<file path="config.mk">
export PLATFORM = sky130hd
export DESIGN_NAME = video_source
export DESIGN_NICKNAME = d
export VERILOG_FILES = /design/src/logic/video_src_pkg.sv /design/src/logic/video_src_if.sv /design/src/logic/video_source.sv /design/src/logic/pclk_divider.sv /design/src/logic/stereo_guard.sv
export SDC_FILE = /design/constraint.sdc
export NUM_CORES = 1
export LEC_CHECK = 0
export ABC_AREA = 1
export ABC_CLOCK_PERIOD_IN_PS = 4100
export BUFFER_PORTS_ARGS = -buffer_cell sky130_fd_sc_hd__buf_4
export CAP_MARGIN = 30
export CORE_ASPECT_RATIO = 1.5
export CORE_UTILIZATION = 60
export CTS_BUF_LIST = sky130_fd_sc_hd__clkbuf_16
export CTS_CLUSTER_DIAMETER = 200
export DETAILED_ROUTE_END_ITERATION = 10
export GPL_TIMING_DRIVEN = 0
export PLACE_DENSITY = 0.92
export SLEW_MARGIN = 30
export SYNTH_ARGS = -nofsm -noshare
export SYNTH_HDL_FRONTEND = slang
export SYNTH_SLANG_ARGS = --single-unit
export TNS_END_PERCENT = 1
</file>
<file path="constraint.sdc">
create_clock -name sys_clk_in -period 4.1 [get_ports sys_clk_in]
set_clock_uncertainty 0.05 [all_clocks]
set_input_delay 0.82 -clock sys_clk_in [delete_from_list [all_inputs] [get_ports sys_clk_in]]
set_output_delay 0.82 -clock sys_clk_in [all_outputs]
set_load 0.005 [all_outputs]
</file>
<file path="src/logic/video_src_pkg.sv">
// Constants shared by the parallel video source controller.
// Assumes a 10 MHz system clock; the stereo guard cycle counts derive from it.
package video_src_pkg;
   localparam int  SYS_CLK_HZ      = 10_000_000;
   localparam int  PIXEL_W         = 24;
   // Pixel clock divider: system cycles per pixel clock
   localparam int  PCLK_DIV        = 8;
   localparam int  PCLK_DIV_MIN    = 4;
   // Horizontal limits in pixel clocks
   localparam int  HSW_MIN         = 4;
   localparam int  HSW_MAX         = 128;
   localparam int  HBP_MIN         = 4;
   localparam int  HFP_MIN         = 8;
   // Vertical limits in lines
   localparam int  VSW_MIN         = 1;
   localparam int  VBP_MIN         = 2;
   localparam int  VFP_MIN         = 1;
   localparam int  TVB_BASE        = 6;
   localparam int  TVB_SCALE       = 8;
   // Default frame geometry
   localparam int  H_SYNC_DEF      = 4;
   localparam int  H_BP_DEF        = 8;
   localparam int  H_ACT_DEF       = 64;
   localparam int  H_FP_DEF        = 8;
   localparam int  V_SYNC_DEF      = 1;
   localparam int  V_BP_DEF        = 8;
   localparam int  V_ACT_DEF       = 16;
   localparam int  V_FP_DEF        = 6;
   // Stereo flag spacing from any frame sync change
   localparam real STEREO_SETUP_MS = 1.0;
   localparam real STEREO_HOLD_MS  = 1.0;
   localparam int  STEREO_SETUP_CYC =
      int'($ceil(STEREO_SETUP_MS * 1.0e-3 * SYS_CLK_HZ));
   localparam int  STEREO_HOLD_CYC  =
      int'($ceil(STEREO_HOLD_MS * 1.0e-3 * SYS_CLK_HZ));
   // Polarity select reset value: active high
   localparam logic POL_HIGH_RST   = 1'b1;
   localparam logic [PIXEL_W-1:0] PIXEL_RST = 24'h000000;

   typedef enum logic {ST_IDLE, ST_RUN} gen_state_t;
endpackage

</file>
<file path="src/logic/video_src_if.sv">
// Internal carrier between timing generator, pixel clock divider and
// stereo guard. All signals are on the system clock.
`timescale 1ns/1ps
interface video_src_if;
   logic pclk;
   logic launch;
   logic vs_change;
   logic want_eye;
   logic eye;
   logic frame_ok;

   modport divider (output pclk, output launch);
   modport guard   (input vs_change, input want_eye,
                    output eye, output frame_ok);
   modport timing  (input pclk, input launch, input eye, input frame_ok,
                    output vs_change, output want_eye);
endinterface

</file>
<file path="src/logic/video_source.sv">
// Parallel video source: drives pixel clock, syncs, data strobe,
// 24-bit pixel data and stereo eye flag into a display controller.
// Assumes pixel data from logic on sys_clk_in, always ready when taken.
`timescale 1ns/1ps
module video_source
   import video_src_pkg::*;
#(
   parameter int DIV       = PCLK_DIV,
   parameter int H_SYNC    = H_SYNC_DEF,
   parameter int H_BP      = H_BP_DEF,
   parameter int H_ACT     = H_ACT_DEF,
   parameter int H_FP      = H_FP_DEF,
   parameter int V_SYNC    = V_SYNC_DEF,
   parameter int V_BP      = V_BP_DEF,
   parameter int V_ACT     = V_ACT_DEF,
   parameter int V_FP      = V_FP_DEF,
   parameter int DISP_ACT  = V_ACT_DEF,
   parameter int SETUP_CYC = STEREO_SETUP_CYC,
   parameter int HOLD_CYC  = STEREO_HOLD_CYC
)(
   input  wire logic               sys_clk_in,
   input  wire logic               resetn_in,
   input  wire logic               run_in,
   input  wire logic               stereo_en_in,
   input  wire logic               vs_active_high_in,
   input  wire logic               hs_active_high_in,
   input  wire logic [PIXEL_W-1:0] pixel_data_in,
   output logic                    pixel_take_out,
   output logic                    pclk_out,
   output logic                    frame_sync_out,
   output logic                    line_sync_out,
   output logic                    active_pixel_strobe_out,
   output logic [PIXEL_W-1:0]      pixel_bus_out,
   output logic                    stereo_eye_flag_out
);
   localparam int H_TOT = H_BP + H_ACT + H_FP;
   localparam int V_TOT = V_BP + V_ACT + V_FP;
   localparam int HW    = $clog2(H_TOT + 1);
   localparam int VW    = $clog2(V_TOT + 1);
   localparam int SRC_OVER = (V_ACT > DISP_ACT) ? V_ACT : DISP_ACT;
   localparam logic [HW-1:0] H_LAST   = HW'(H_TOT - 1);
   localparam logic [VW-1:0] V_LAST   = VW'(V_TOT - 1);
   localparam logic [HW-1:0] H_SW     = HW'(H_SYNC);
   localparam logic [HW-1:0] H_DE_ON  = HW'(H_BP);
   localparam logic [HW-1:0] H_DE_OFF = HW'(H_BP + H_ACT);
   localparam logic [VW-1:0] V_SW     = VW'(V_SYNC);
   localparam logic [VW-1:0] V_ACT_ON = VW'(V_BP);
   localparam logic [VW-1:0] V_ACT_OFF = VW'(V_BP + V_ACT);
   localparam logic [VW-1:0] V_LAST_ACT = VW'(V_BP + V_ACT - 1);

   // Geometry checks that the generated stream meets the sink's limits
   if (V_SYNC < VSW_MIN || V_SYNC > V_BP)
      $error("video_source: V_SYNC must be 1 to V_BP lines");
   if (V_BP < VBP_MIN)
      $error("video_source: V_BP below minimum");
   if (V_FP < VFP_MIN)
      $error("video_source: V_FP below minimum");
   if (DISP_ACT < 1 || V_ACT < 1 ||
       (V_BP + V_FP - TVB_BASE) * DISP_ACT < TVB_SCALE * SRC_OVER)
      $error("video_source: vertical blanking too short");
   if (H_SYNC < HSW_MIN || H_SYNC > HSW_MAX)
      $error("video_source: H_SYNC out of range");
   if (H_BP < HBP_MIN || H_BP < H_SYNC || H_ACT < 1)
      $error("video_source: H_BP too short");
   if (H_FP < HFP_MIN)
      $error("video_source: H_FP too short");

   video_src_if bus ();

   pclk_divider #(
      .DIV       (DIV)
   ) u_div (
      .sys_clk_in (sys_clk_in),
      .resetn_in  (resetn_in),
      .bus        (bus.divider)
   );

   stereo_guard #(
      .SETUP_CYC (SETUP_CYC),
      .HOLD_CYC  (HOLD_CYC)
   ) u_guard (
      .sys_clk_in (sys_clk_in),
      .resetn_in  (resetn_in),
      .bus        (bus.guard)
   );

   gen_state_t          state_q;
   logic [HW-1:0]       h_q;
   logic [VW-1:0]       v_q;
   logic                vs_pol_q;
   logic                hs_pol_q;
   logic                want_eye_q;
   logic                frame_sync_q;
   logic                line_sync_q;
   logic                strobe_q;
   logic                take_q;
   logic [PIXEL_W-1:0]  pixel_q;
   logic                go;
   logic                run;
   logic                vs_act;
   logic                hs_act;
   logic                de_act;
   logic                vs_d;
   logic                hs_d;

   // A frame starts only when asked and the eye flag is settled
   assign go  = run_in && bus.frame_ok;
   assign run = (state_q == ST_RUN);

   // Active levels from the current counters, one launch ahead of pins
   assign vs_act = run && (v_q < V_SW);
   assign hs_act = run && (h_q < H_SW);
   assign de_act = run && (v_q >= V_ACT_ON) && (v_q < V_ACT_OFF) &&
                   (h_q >= H_DE_ON) && (h_q < H_DE_OFF);
   assign vs_d   = vs_act ~^ vs_pol_q;
   assign hs_d   = hs_act ~^ hs_pol_q;

   // Frame and line counters, advanced once per pixel clock
   always_ff @(posedge sys_clk_in)
   begin
      if (!resetn_in)
      begin
         state_q <= ST_IDLE;
         h_q     <= '0;
         v_q     <= '0;
      end
      else if (bus.launch)
      begin
         case (state_q)
            ST_IDLE:
            begin
               h_q <= '0;
               v_q <= '0;
               if (go)
                  state_q <= ST_RUN;
            end
            ST_RUN:
            begin
               if (h_q != H_LAST)
                  h_q <= h_q + 1'b1;
               else
               begin
                  h_q <= '0;
                  if (v_q != V_LAST)
                     v_q <= v_q + 1'b1;
                  else
                  begin
                     // Front porch stretches while the eye flag settles
                     v_q <= '0;
                     if (!go)
                        state_q <= ST_IDLE;
                  end
               end
            end
            default:
               state_q <= ST_IDLE;
         endcase
      end
   end

   // Polarity is only picked up between frames
   always_ff @(posedge sys_clk_in)
   begin
      if (!resetn_in)
      begin
         // Take the selection in reset so no false pulse follows it
         vs_pol_q <= vs_active_high_in;
         hs_pol_q <= hs_active_high_in;
      end
      else if (bus.launch && !run)
      begin
         vs_pol_q <= vs_active_high_in;
         hs_pol_q <= hs_active_high_in;
      end
   end

   // New eye request at start of the front porch, away from sync edges
   always_ff @(posedge sys_clk_in)
   begin
      if (!resetn_in)
         want_eye_q <= 1'b0;
      else if (bus.launch && run && h_q == H_LAST && v_q == V_LAST_ACT)
         want_eye_q <= stereo_en_in ? ~want_eye_q : 1'b0;
   end

   // Pin registers update with the falling pixel clock edge
   always_ff @(posedge sys_clk_in)
   begin
      if (!resetn_in)
      begin
         frame_sync_q <= ~vs_active_high_in;
         line_sync_q  <= ~hs_active_high_in;
         strobe_q     <= 1'b0;
         take_q       <= 1'b0;
         pixel_q      <= PIXEL_RST;
      end
      else
      begin
         take_q <= bus.launch && de_act;
         if (bus.launch)
         begin
            frame_sync_q <= vs_d;
            line_sync_q  <= hs_d;
            strobe_q     <= de_act;
            pixel_q      <= de_act ? pixel_data_in : PIXEL_RST;
         end
      end
   end

   assign bus.vs_change = bus.launch && (vs_d != frame_sync_q);
   assign bus.want_eye  = want_eye_q;

   assign pixel_take_out          = take_q;
   assign pclk_out                = bus.pclk;
   assign frame_sync_out          = frame_sync_q;
   assign line_sync_out           = line_sync_q;
   assign active_pixel_strobe_out = strobe_q;
   assign pixel_bus_out           = pixel_q;
   assign stereo_eye_flag_out     = bus.eye;
endmodule

</file>
<file path="src/logic/pclk_divider.sv">
// Pixel clock divider: makes the pixel clock from the system clock.
// Launch pulses in the cycle before the falling edge, so data moves
// half a period away from the rising (sampling) edge.
`timescale 1ns/1ps
module pclk_divider
   import video_src_pkg::*;
#(
   parameter int DIV = PCLK_DIV
)(
   input  wire logic   sys_clk_in,
   input  wire logic   resetn_in,
   video_src_if.divider bus
);
   localparam int CW = $clog2(DIV);
   localparam logic [CW-1:0] LAST = CW'(DIV - 1);
   localparam logic [CW-1:0] HALF = CW'(DIV / 2);

   logic [CW-1:0] cnt_q;
   logic [CW-1:0] cnt_d;
   logic          pclk_q;
   logic          launch_q;

   if (DIV < PCLK_DIV_MIN || (DIV % 2) != 0)
      $error("pclk_divider: DIV must be even and at least 4");

   assign cnt_d = (cnt_q == LAST) ? '0 : cnt_q + 1'b1;

   always_ff @(posedge sys_clk_in)
   begin
      if (!resetn_in)
      begin
         cnt_q    <= '0;
         pclk_q   <= 1'b0;
         launch_q <= 1'b0;
      end
      else
      begin
         cnt_q    <= cnt_d;
         pclk_q   <= (cnt_d >= HALF);
         launch_q <= (cnt_d == LAST);
      end
   end

   assign bus.pclk   = pclk_q;
   assign bus.launch = launch_q;
endmodule

</file>
<file path="src/logic/stereo_guard.sv">
// Stereo eye flag guard: moves the flag only well clear of frame sync
// changes and tells the timing generator when a frame may start.
`timescale 1ns/1ps
module stereo_guard
   import video_src_pkg::*;
#(
   parameter int SETUP_CYC = STEREO_SETUP_CYC,
   parameter int HOLD_CYC  = STEREO_HOLD_CYC
)(
   input  wire logic  sys_clk_in,
   input  wire logic  resetn_in,
   video_src_if.guard bus
);
   localparam int MAXC = (SETUP_CYC > HOLD_CYC) ? SETUP_CYC : HOLD_CYC;
   localparam int W    = $clog2(MAXC + 1);
   localparam logic [W-1:0] SAT   = W'(MAXC);
   localparam logic [W-1:0] SETUP = W'(SETUP_CYC);
   localparam logic [W-1:0] HOLD  = W'(HOLD_CYC);

   logic [W-1:0] since_vs_q;
   logic [W-1:0] since_eye_q;
   logic         eye_q;
   logic         move;

   if (SETUP_CYC < 1 || HOLD_CYC < 1)
      $error("stereo_guard: guard counts must be at least 1");

   // Flag may move only once the last frame sync change is old enough
   assign move = (bus.want_eye != eye_q) && (since_vs_q >= HOLD);

   always_ff @(posedge sys_clk_in)
   begin
      if (!resetn_in)
         since_vs_q <= SAT;
      else if (bus.vs_change)
         since_vs_q <= '0;
      else if (since_vs_q != SAT)
         since_vs_q <= since_vs_q + 1'b1;
   end

   always_ff @(posedge sys_clk_in)
   begin
      if (!resetn_in)
      begin
         eye_q       <= 1'b0;
         since_eye_q <= SAT;
      end
      else if (move)
      begin
         eye_q       <= bus.want_eye;
         since_eye_q <= '0;
      end
      else if (since_eye_q != SAT)
         since_eye_q <= since_eye_q + 1'b1;
   end

   assign bus.eye      = eye_q;
   // Frame sync may change only long after the flag settled
   assign bus.frame_ok = (bus.want_eye == eye_q) &&
                         (since_eye_q >= SETUP);
endmodule

</file>
After elaboration in Yosys (flattened, before gate mapping)
Cells that the tools add are included.
{"block": "totals", "output_inout_bits": 30, "wordCells": 99, "inputBits": 30, "register_bits": 78}
{"block": "classes", "n_lt_le_gt_ge": 9, "n_addsub": 5, "muxes": 24, "n_eq_ne": 14, "n_reduce_logical": 21, "bitwise_logic": 7}
{"operator": "14-bit two-way mux", "n": 4}
{"operator": "14-bit by 1-bit adder with 14-bit output (second input constant)", "n": 2}
{"operator": "14-bit greater-or-equal comparator (second input constant)", "n": 2}
{"operator": "14-bit != test (second input constant)", "n": 2}
{"operator": "24-bit two-way mux", "n": 1}
{"operator": "1-bit logical AND", "n": 15}
{"operator": "7-bit case mux with 2 select lines", "n": 1}
{"operator": "1-bit two-way mux", "n": 12}
{"operator": "5-bit two-way mux", "n": 2}
{"operator": "5-bit case mux with 2 select lines", "n": 1}
{"operator": "7-bit by 1-bit adder with 7-bit output (second input constant)", "n": 1}
{"operator": "7-bit == test (second input constant)", "n": 1}
{"operator": "7-bit by 4-bit greater-or-equal comparator with 1-bit output (second input constant)", "n": 1}
{"operator": "7-bit by 3-bit < comparator with 1-bit output (second input constant)", "n": 1}
{"operator": "7-bit < comparator (second input constant)", "n": 1}
{"operator": "7-bit two-way mux", "n": 1}
{"operator": "7-bit != test (second input constant)", "n": 1}
{"operator": "3-bit == test (second input constant)", "n": 2}
{"operator": "5-bit by 1-bit adder with 5-bit output (second input constant)", "n": 1}
{"operator": "5-bit == test (second input constant)", "n": 1}
{"operator": "5-bit by 4-bit greater-or-equal comparator with 1-bit output (second input constant)", "n": 1}
{"operator": "5-bit by 1-bit < comparator with 1-bit output (second input constant)", "n": 1}
{"operator": "5-bit < comparator (second input constant)", "n": 1}
{"operator": "5-bit != test (second input constant)", "n": 1}
{"operator": "other kinds (14)", "n": 23}

Depth between registers and ports, before layout
{"block": "depth", "word_depth": 7, "ltp_mapped": 9, "ltp_nobuf": 9}

Cells and area by module
A second synthesis with hierarchy kept.
{"block": "hier_totals", "cells_unflattened": 504, "hier_area_um2": 3686.0}
{"mod": "video_source", "cells_each": 247, "area_per_inst_um2": 1885.6, "instances": 1, "seq_area_each_um2": 920.9}
{"mod": "stereo_guard", "cells_each": 241, "area_per_inst_um2": 1645.3, "instances": 1, "seq_area_each_um2": 580.6}
{"mod": "pclk_divider", "cells_each": 16, "area_per_inst_um2": 155.1, "instances": 1, "seq_area_each_um2": 80.1}

Least setup slack after synthesis
OpenSTA, ideal clock, no wires.
{"block": "synth_path", "kind": "input -> register", "startpoint": "input port resetn_in", "endpoint": "register frame_sync_q, in the netlist frame_sync_out (enable)", "required_time_ns": 3.803, "slack_ns": 2.256, "t_arrival_ns": 1.548, "n_path_buf": 2, "setup_time_ns": 0.247, "cell_stages": 5, "path_cell_list": "buf_4 inv_2 nor2_2 buf_2 inv_1"}
{"block": "synth_via", "elab_chain_cells": 1}
{"item": "start: declaration", "line": "video_source.sv:22", "text": "input wire logic resetn_in,"}
{"item": "2-bit by 1-bit != test with 1-bit output (no line)"}
{"item": "end signal: assignment", "line": "video_source.sv:191", "text": "frame_sync_q <= ~vs_active_high_in;"}
{"item": "end signal: assignment", "line": "video_source.sv:202", "text": "frame_sync_q <= vs_d;"}
{"item": "end: declaration", "line": "video_source.sv:93", "text": "logic frame_sync_q;"}
No other way between the ends.
A chain may end at the register's enable or synchronous reset.

Final worst setup path
{"block": "layout_path", "startpoint": "register frame_sync_q, in the netlist frame_sync_out", "endpoint": "output port frame_sync_out"}
{"item": "end: declaration", "line": "video_source.sv:30", "text": "output logic frame_sync_out,"}
No word-level cell between the ends.

==> impl_metrics.csv <==
group,metric,value,unit
critical_path,crit_chain,"buf_4",
yosys,yosysTopAreaCell,"dfxtp_1",
final_layout,fin_area,4380,µm²
flow_run,cap_violations,0,
detailed_routing,vias,3369,
cts,cts_tree,"done",
critical_path,worstPathRequired,3230,ps
cts,root_buffer,"clkbuf_16",
detailed_routing,ant_nets,0,
yosys,synth_top_flop_cell,"dfxtp_1",
cts,numClockSinks,77,
worst_hold_path,whs_path_depth,2,
critical_path,endpoint_kind,"output port",
critical_path,worstPathMaxFanout,3,
global_routing,grt_util_all_layers,30.7,%
final_layout,fin_cells,630,
final_layout,nets,594,
detailed_routing,post-route-drc-count,0,
floorplanning,dieArea,6170,µm²
placement,gp_congestion,0.860,
yosys,syn_inst,486,
placement,hpwlAfterDp,5920,µm
yosys,postSynthAreaPerCell,7.23,µm²
critical_path,crit_cells,1,
yosys,synth_commonest_cells,"164 x nand2_1, 73 x dfxtp_1, 57 x inv_1",
timing,fin_crit,1820,ps
yosys,synth_edf_count,4,
final_layout,area_delta_synth_final,24.5,%
floorplanning,die_w,64.5,µm
floorplanning,start_util,63.1,%
critical_path,critPathKind,"reg2out",
cts,path_clk_slew,60,ps
detailed_routing,avgViaCountPerCell,5.35,
critical_path,worst-path-buf-inv,1,
global_routing,grt_first_pass_wirelength,14500,µm
critical_path,crit_arrival,950,ps
placement,pre_cts_slack,1980,ps
yosys,synth_cell_types,31,
placement,dp.cells,614,
yosys,synth_area_leaders,"dfxtp_1 42%, nand2_1 18%, inv_1 6.1%, nor2_1 5.7%, xor2_1 4.7%",
pwr,swShare,23.4,%
floorplanning,num_rows,33,
yosys,postSynth.asyncResetShare,0,%
pwr,p_clk_share,47.7,%
worst_hold_path,hp-class,"reg2reg",
detailed_routing,firstDrtPassIters,5,
detailed_routing,drt-total-wl,8700,µm
floorplanning,io_pins,60,
final_layout,antenna_cells,0,
pwr,vdd_drop_max,0.333,mV
global_routing,antenna_found_initial,0,
timing,relSlewSlack,63.9,%
pwr,total_power,1890,µW
pwr,internal-power,1450,µW
yosys,syn_area,3510,µm²
global_routing,grt_max_degree,14,
cts,clk_latency,340,ps
global_routing,grt_pass1_vias,3455,
global_routing,grt-ovfl-total,0,
detailed_routing,drt_iter0_drc,216,
timing,drv_slew,0,
yosys,yosysSeqAreaShare,45.0,%
cts,hold_buffers,0,
status,run_status,"completed",
final_layout,nFillCells,395,
pwr,p_switching,444,µW
cts,clockBufferDepth,2,
critical_path,reg2reg_depth,8,
cts,cts_buffers,9,
timing,tns,0,ps
placement,dpl-instance-area,4040,µm²
cts,cts_htree_levels,3,
timing,fin_crit_sh,44.3,%
yosys,synth_top_area_share,41.6,%
pwr,powerDensity,433,nW/µm²
timing,layout_setup_ws,2280,ps
critical_path,critPathLaunchType,"flip-flop",
timing,tightest_slew,538,ps
cts,post_cts_buffers,0,
timing,final-setup-viol-count,0,
timing,achievable-frequency,550,MHz
yosys,ys_ff_latch,77,
pwr,p_seq_share,42.6,%
critical_path,max_stage_delay,440,ps
yosys,ys_warn_count,0,
final_layout,drive_above_1_share,15.9,%
timing,rsz0062_at_grt,"false",
yosys,synth.most_common_cell,"nand2_1",
floorplanning,core_region_area,5570,µm²
yosys,synth_nets,525,
pwr,combPwrFrac,9.7,%
pwr,p_leak,0.00210,µW
placement,port_buffers,58,
detailed_routing,wl_per_cell,13.8,µm
timing,hold_viol,0,
floorplanning,die_height,95.7,µm
critical_path,path_delay_family,"flip-flops",
critical_path,crit_path_top_delay_cell,"edfxtp_1",
cts,ctsResizeCount,0,
[power by group through the flow]
stage	combinational [µW]	clock, µW	sequential [µW]
final	184	904	807
after global routing	210	933	810
after CTS	185	900	806
after detailed placement	180	0	822
after global placement	167	0	819
after floorplan	124	0	816
[final cells by class]
| type | count | area (µm²) | share of cell area [%] |
|---|---|---|---|
| plain buffers | 8 | 53.8 | 1.23 |
| clock inverters | 7 | 113 | 2.57 |
| inverters | 58 | 218 | 4.98 |
| multi-input cells | 343 | 1660 | 38.0 |
| well taps | 70 | 87.6 | 2.00 |
| repair buffers | 58 | 435 | 9.95 |
| clock buffers | 9 | 225 | 5.15 |
| flip-flops and latches | 77 | 1580 | 36.1 |
[registers in the layout (all words and copies together) (netlist names), 2 cells and up]
signal	cells
h_q	7
pixel_bus_out	24
u_div.cnt_q	2
u_guard.since_eye_q	14
u_guard.since_vs_q	14
v_q	5
[worst min-delay path, cell delays in order (launching register included)]
cell     delay (ps)
dfxtp_1         310
nand2_1          60
nand2_1          40
[stage by stage]
step           util (%)  hold WS [ps]
6_report           78.5           401
5_1_grt            78.5           427
4_1_cts            78.5           404
3_5_place_dp       72.4           390
3_3_place_gp       72.4           388
2_1_floorplan         -           377
[final timing paths]
kind / to / start / slack (ps)
max: frame_sync_out / frame_sync_out / 2280
max reg2reg: u_guard.since_eye_q[8] / u_guard.since_eye_q[0] / 2360
min: pixel_bus_out[21] / pixel_bus_out[21] / 400
min reg2reg: pixel_bus_out[21] / pixel_bus_out[21] / 400
[kinds of logic (layout without fill, tap and decap cells)]
group / after synthesis / after routing / share of synthesized area [%]
AO/OA/AOI/OAI: 29 / 29 / 4.45
XOR/XNOR: 24 / 24 / 5.98
adder cells (fa/ha/maj): 9 / 9 / 3.20
buffers and inverters: 66 / 140 / 7.72
flip-flops: 77 / 77 / 45.0
AND/OR/NAND/NOR: 281 / 281 / 33.6
[layout by cell type, fill, tap and decap left out, drive strengths merged]
| cell | count |
|---|---|
| or2 | 1 |
| buf | 63 |
| clkinvlp | 1 |
| nand3 | 33 |
| xnor2 | 5 |
| clkbuf | 12 |
| inv | 59 |
| o21a | 1 |
| a21boi | 1 |
| nor3 | 15 |
| a21o | 1 |
| o21ai | 19 |
| xor2 | 19 |
| nor4 | 1 |
| nand4 | 8 |
| nand2 | 167 |
| nor2 | 55 |
| bufinv | 3 |
| dfxtp | 73 |
| edfxtp | 4 |
| ha | 9 |
| clkinv | 2 |
| nor3b | 1 |
| o31ai | 1 |
| o22ai | 1 |
| a21oi | 5 |
[metal layers]
metal / up-vias / GRT usage [%] / wire, µm
li1: 1655 / - / -
met1: 1546 / 28.3 / 3100
met2: 135 / 60.6 / 4790
met3: 33 / 6.75 / 506
met4: 0 / 17.6 / 297
met5: - / 0 / 0
Note: power is estimated with default switching activity, not from simulation.
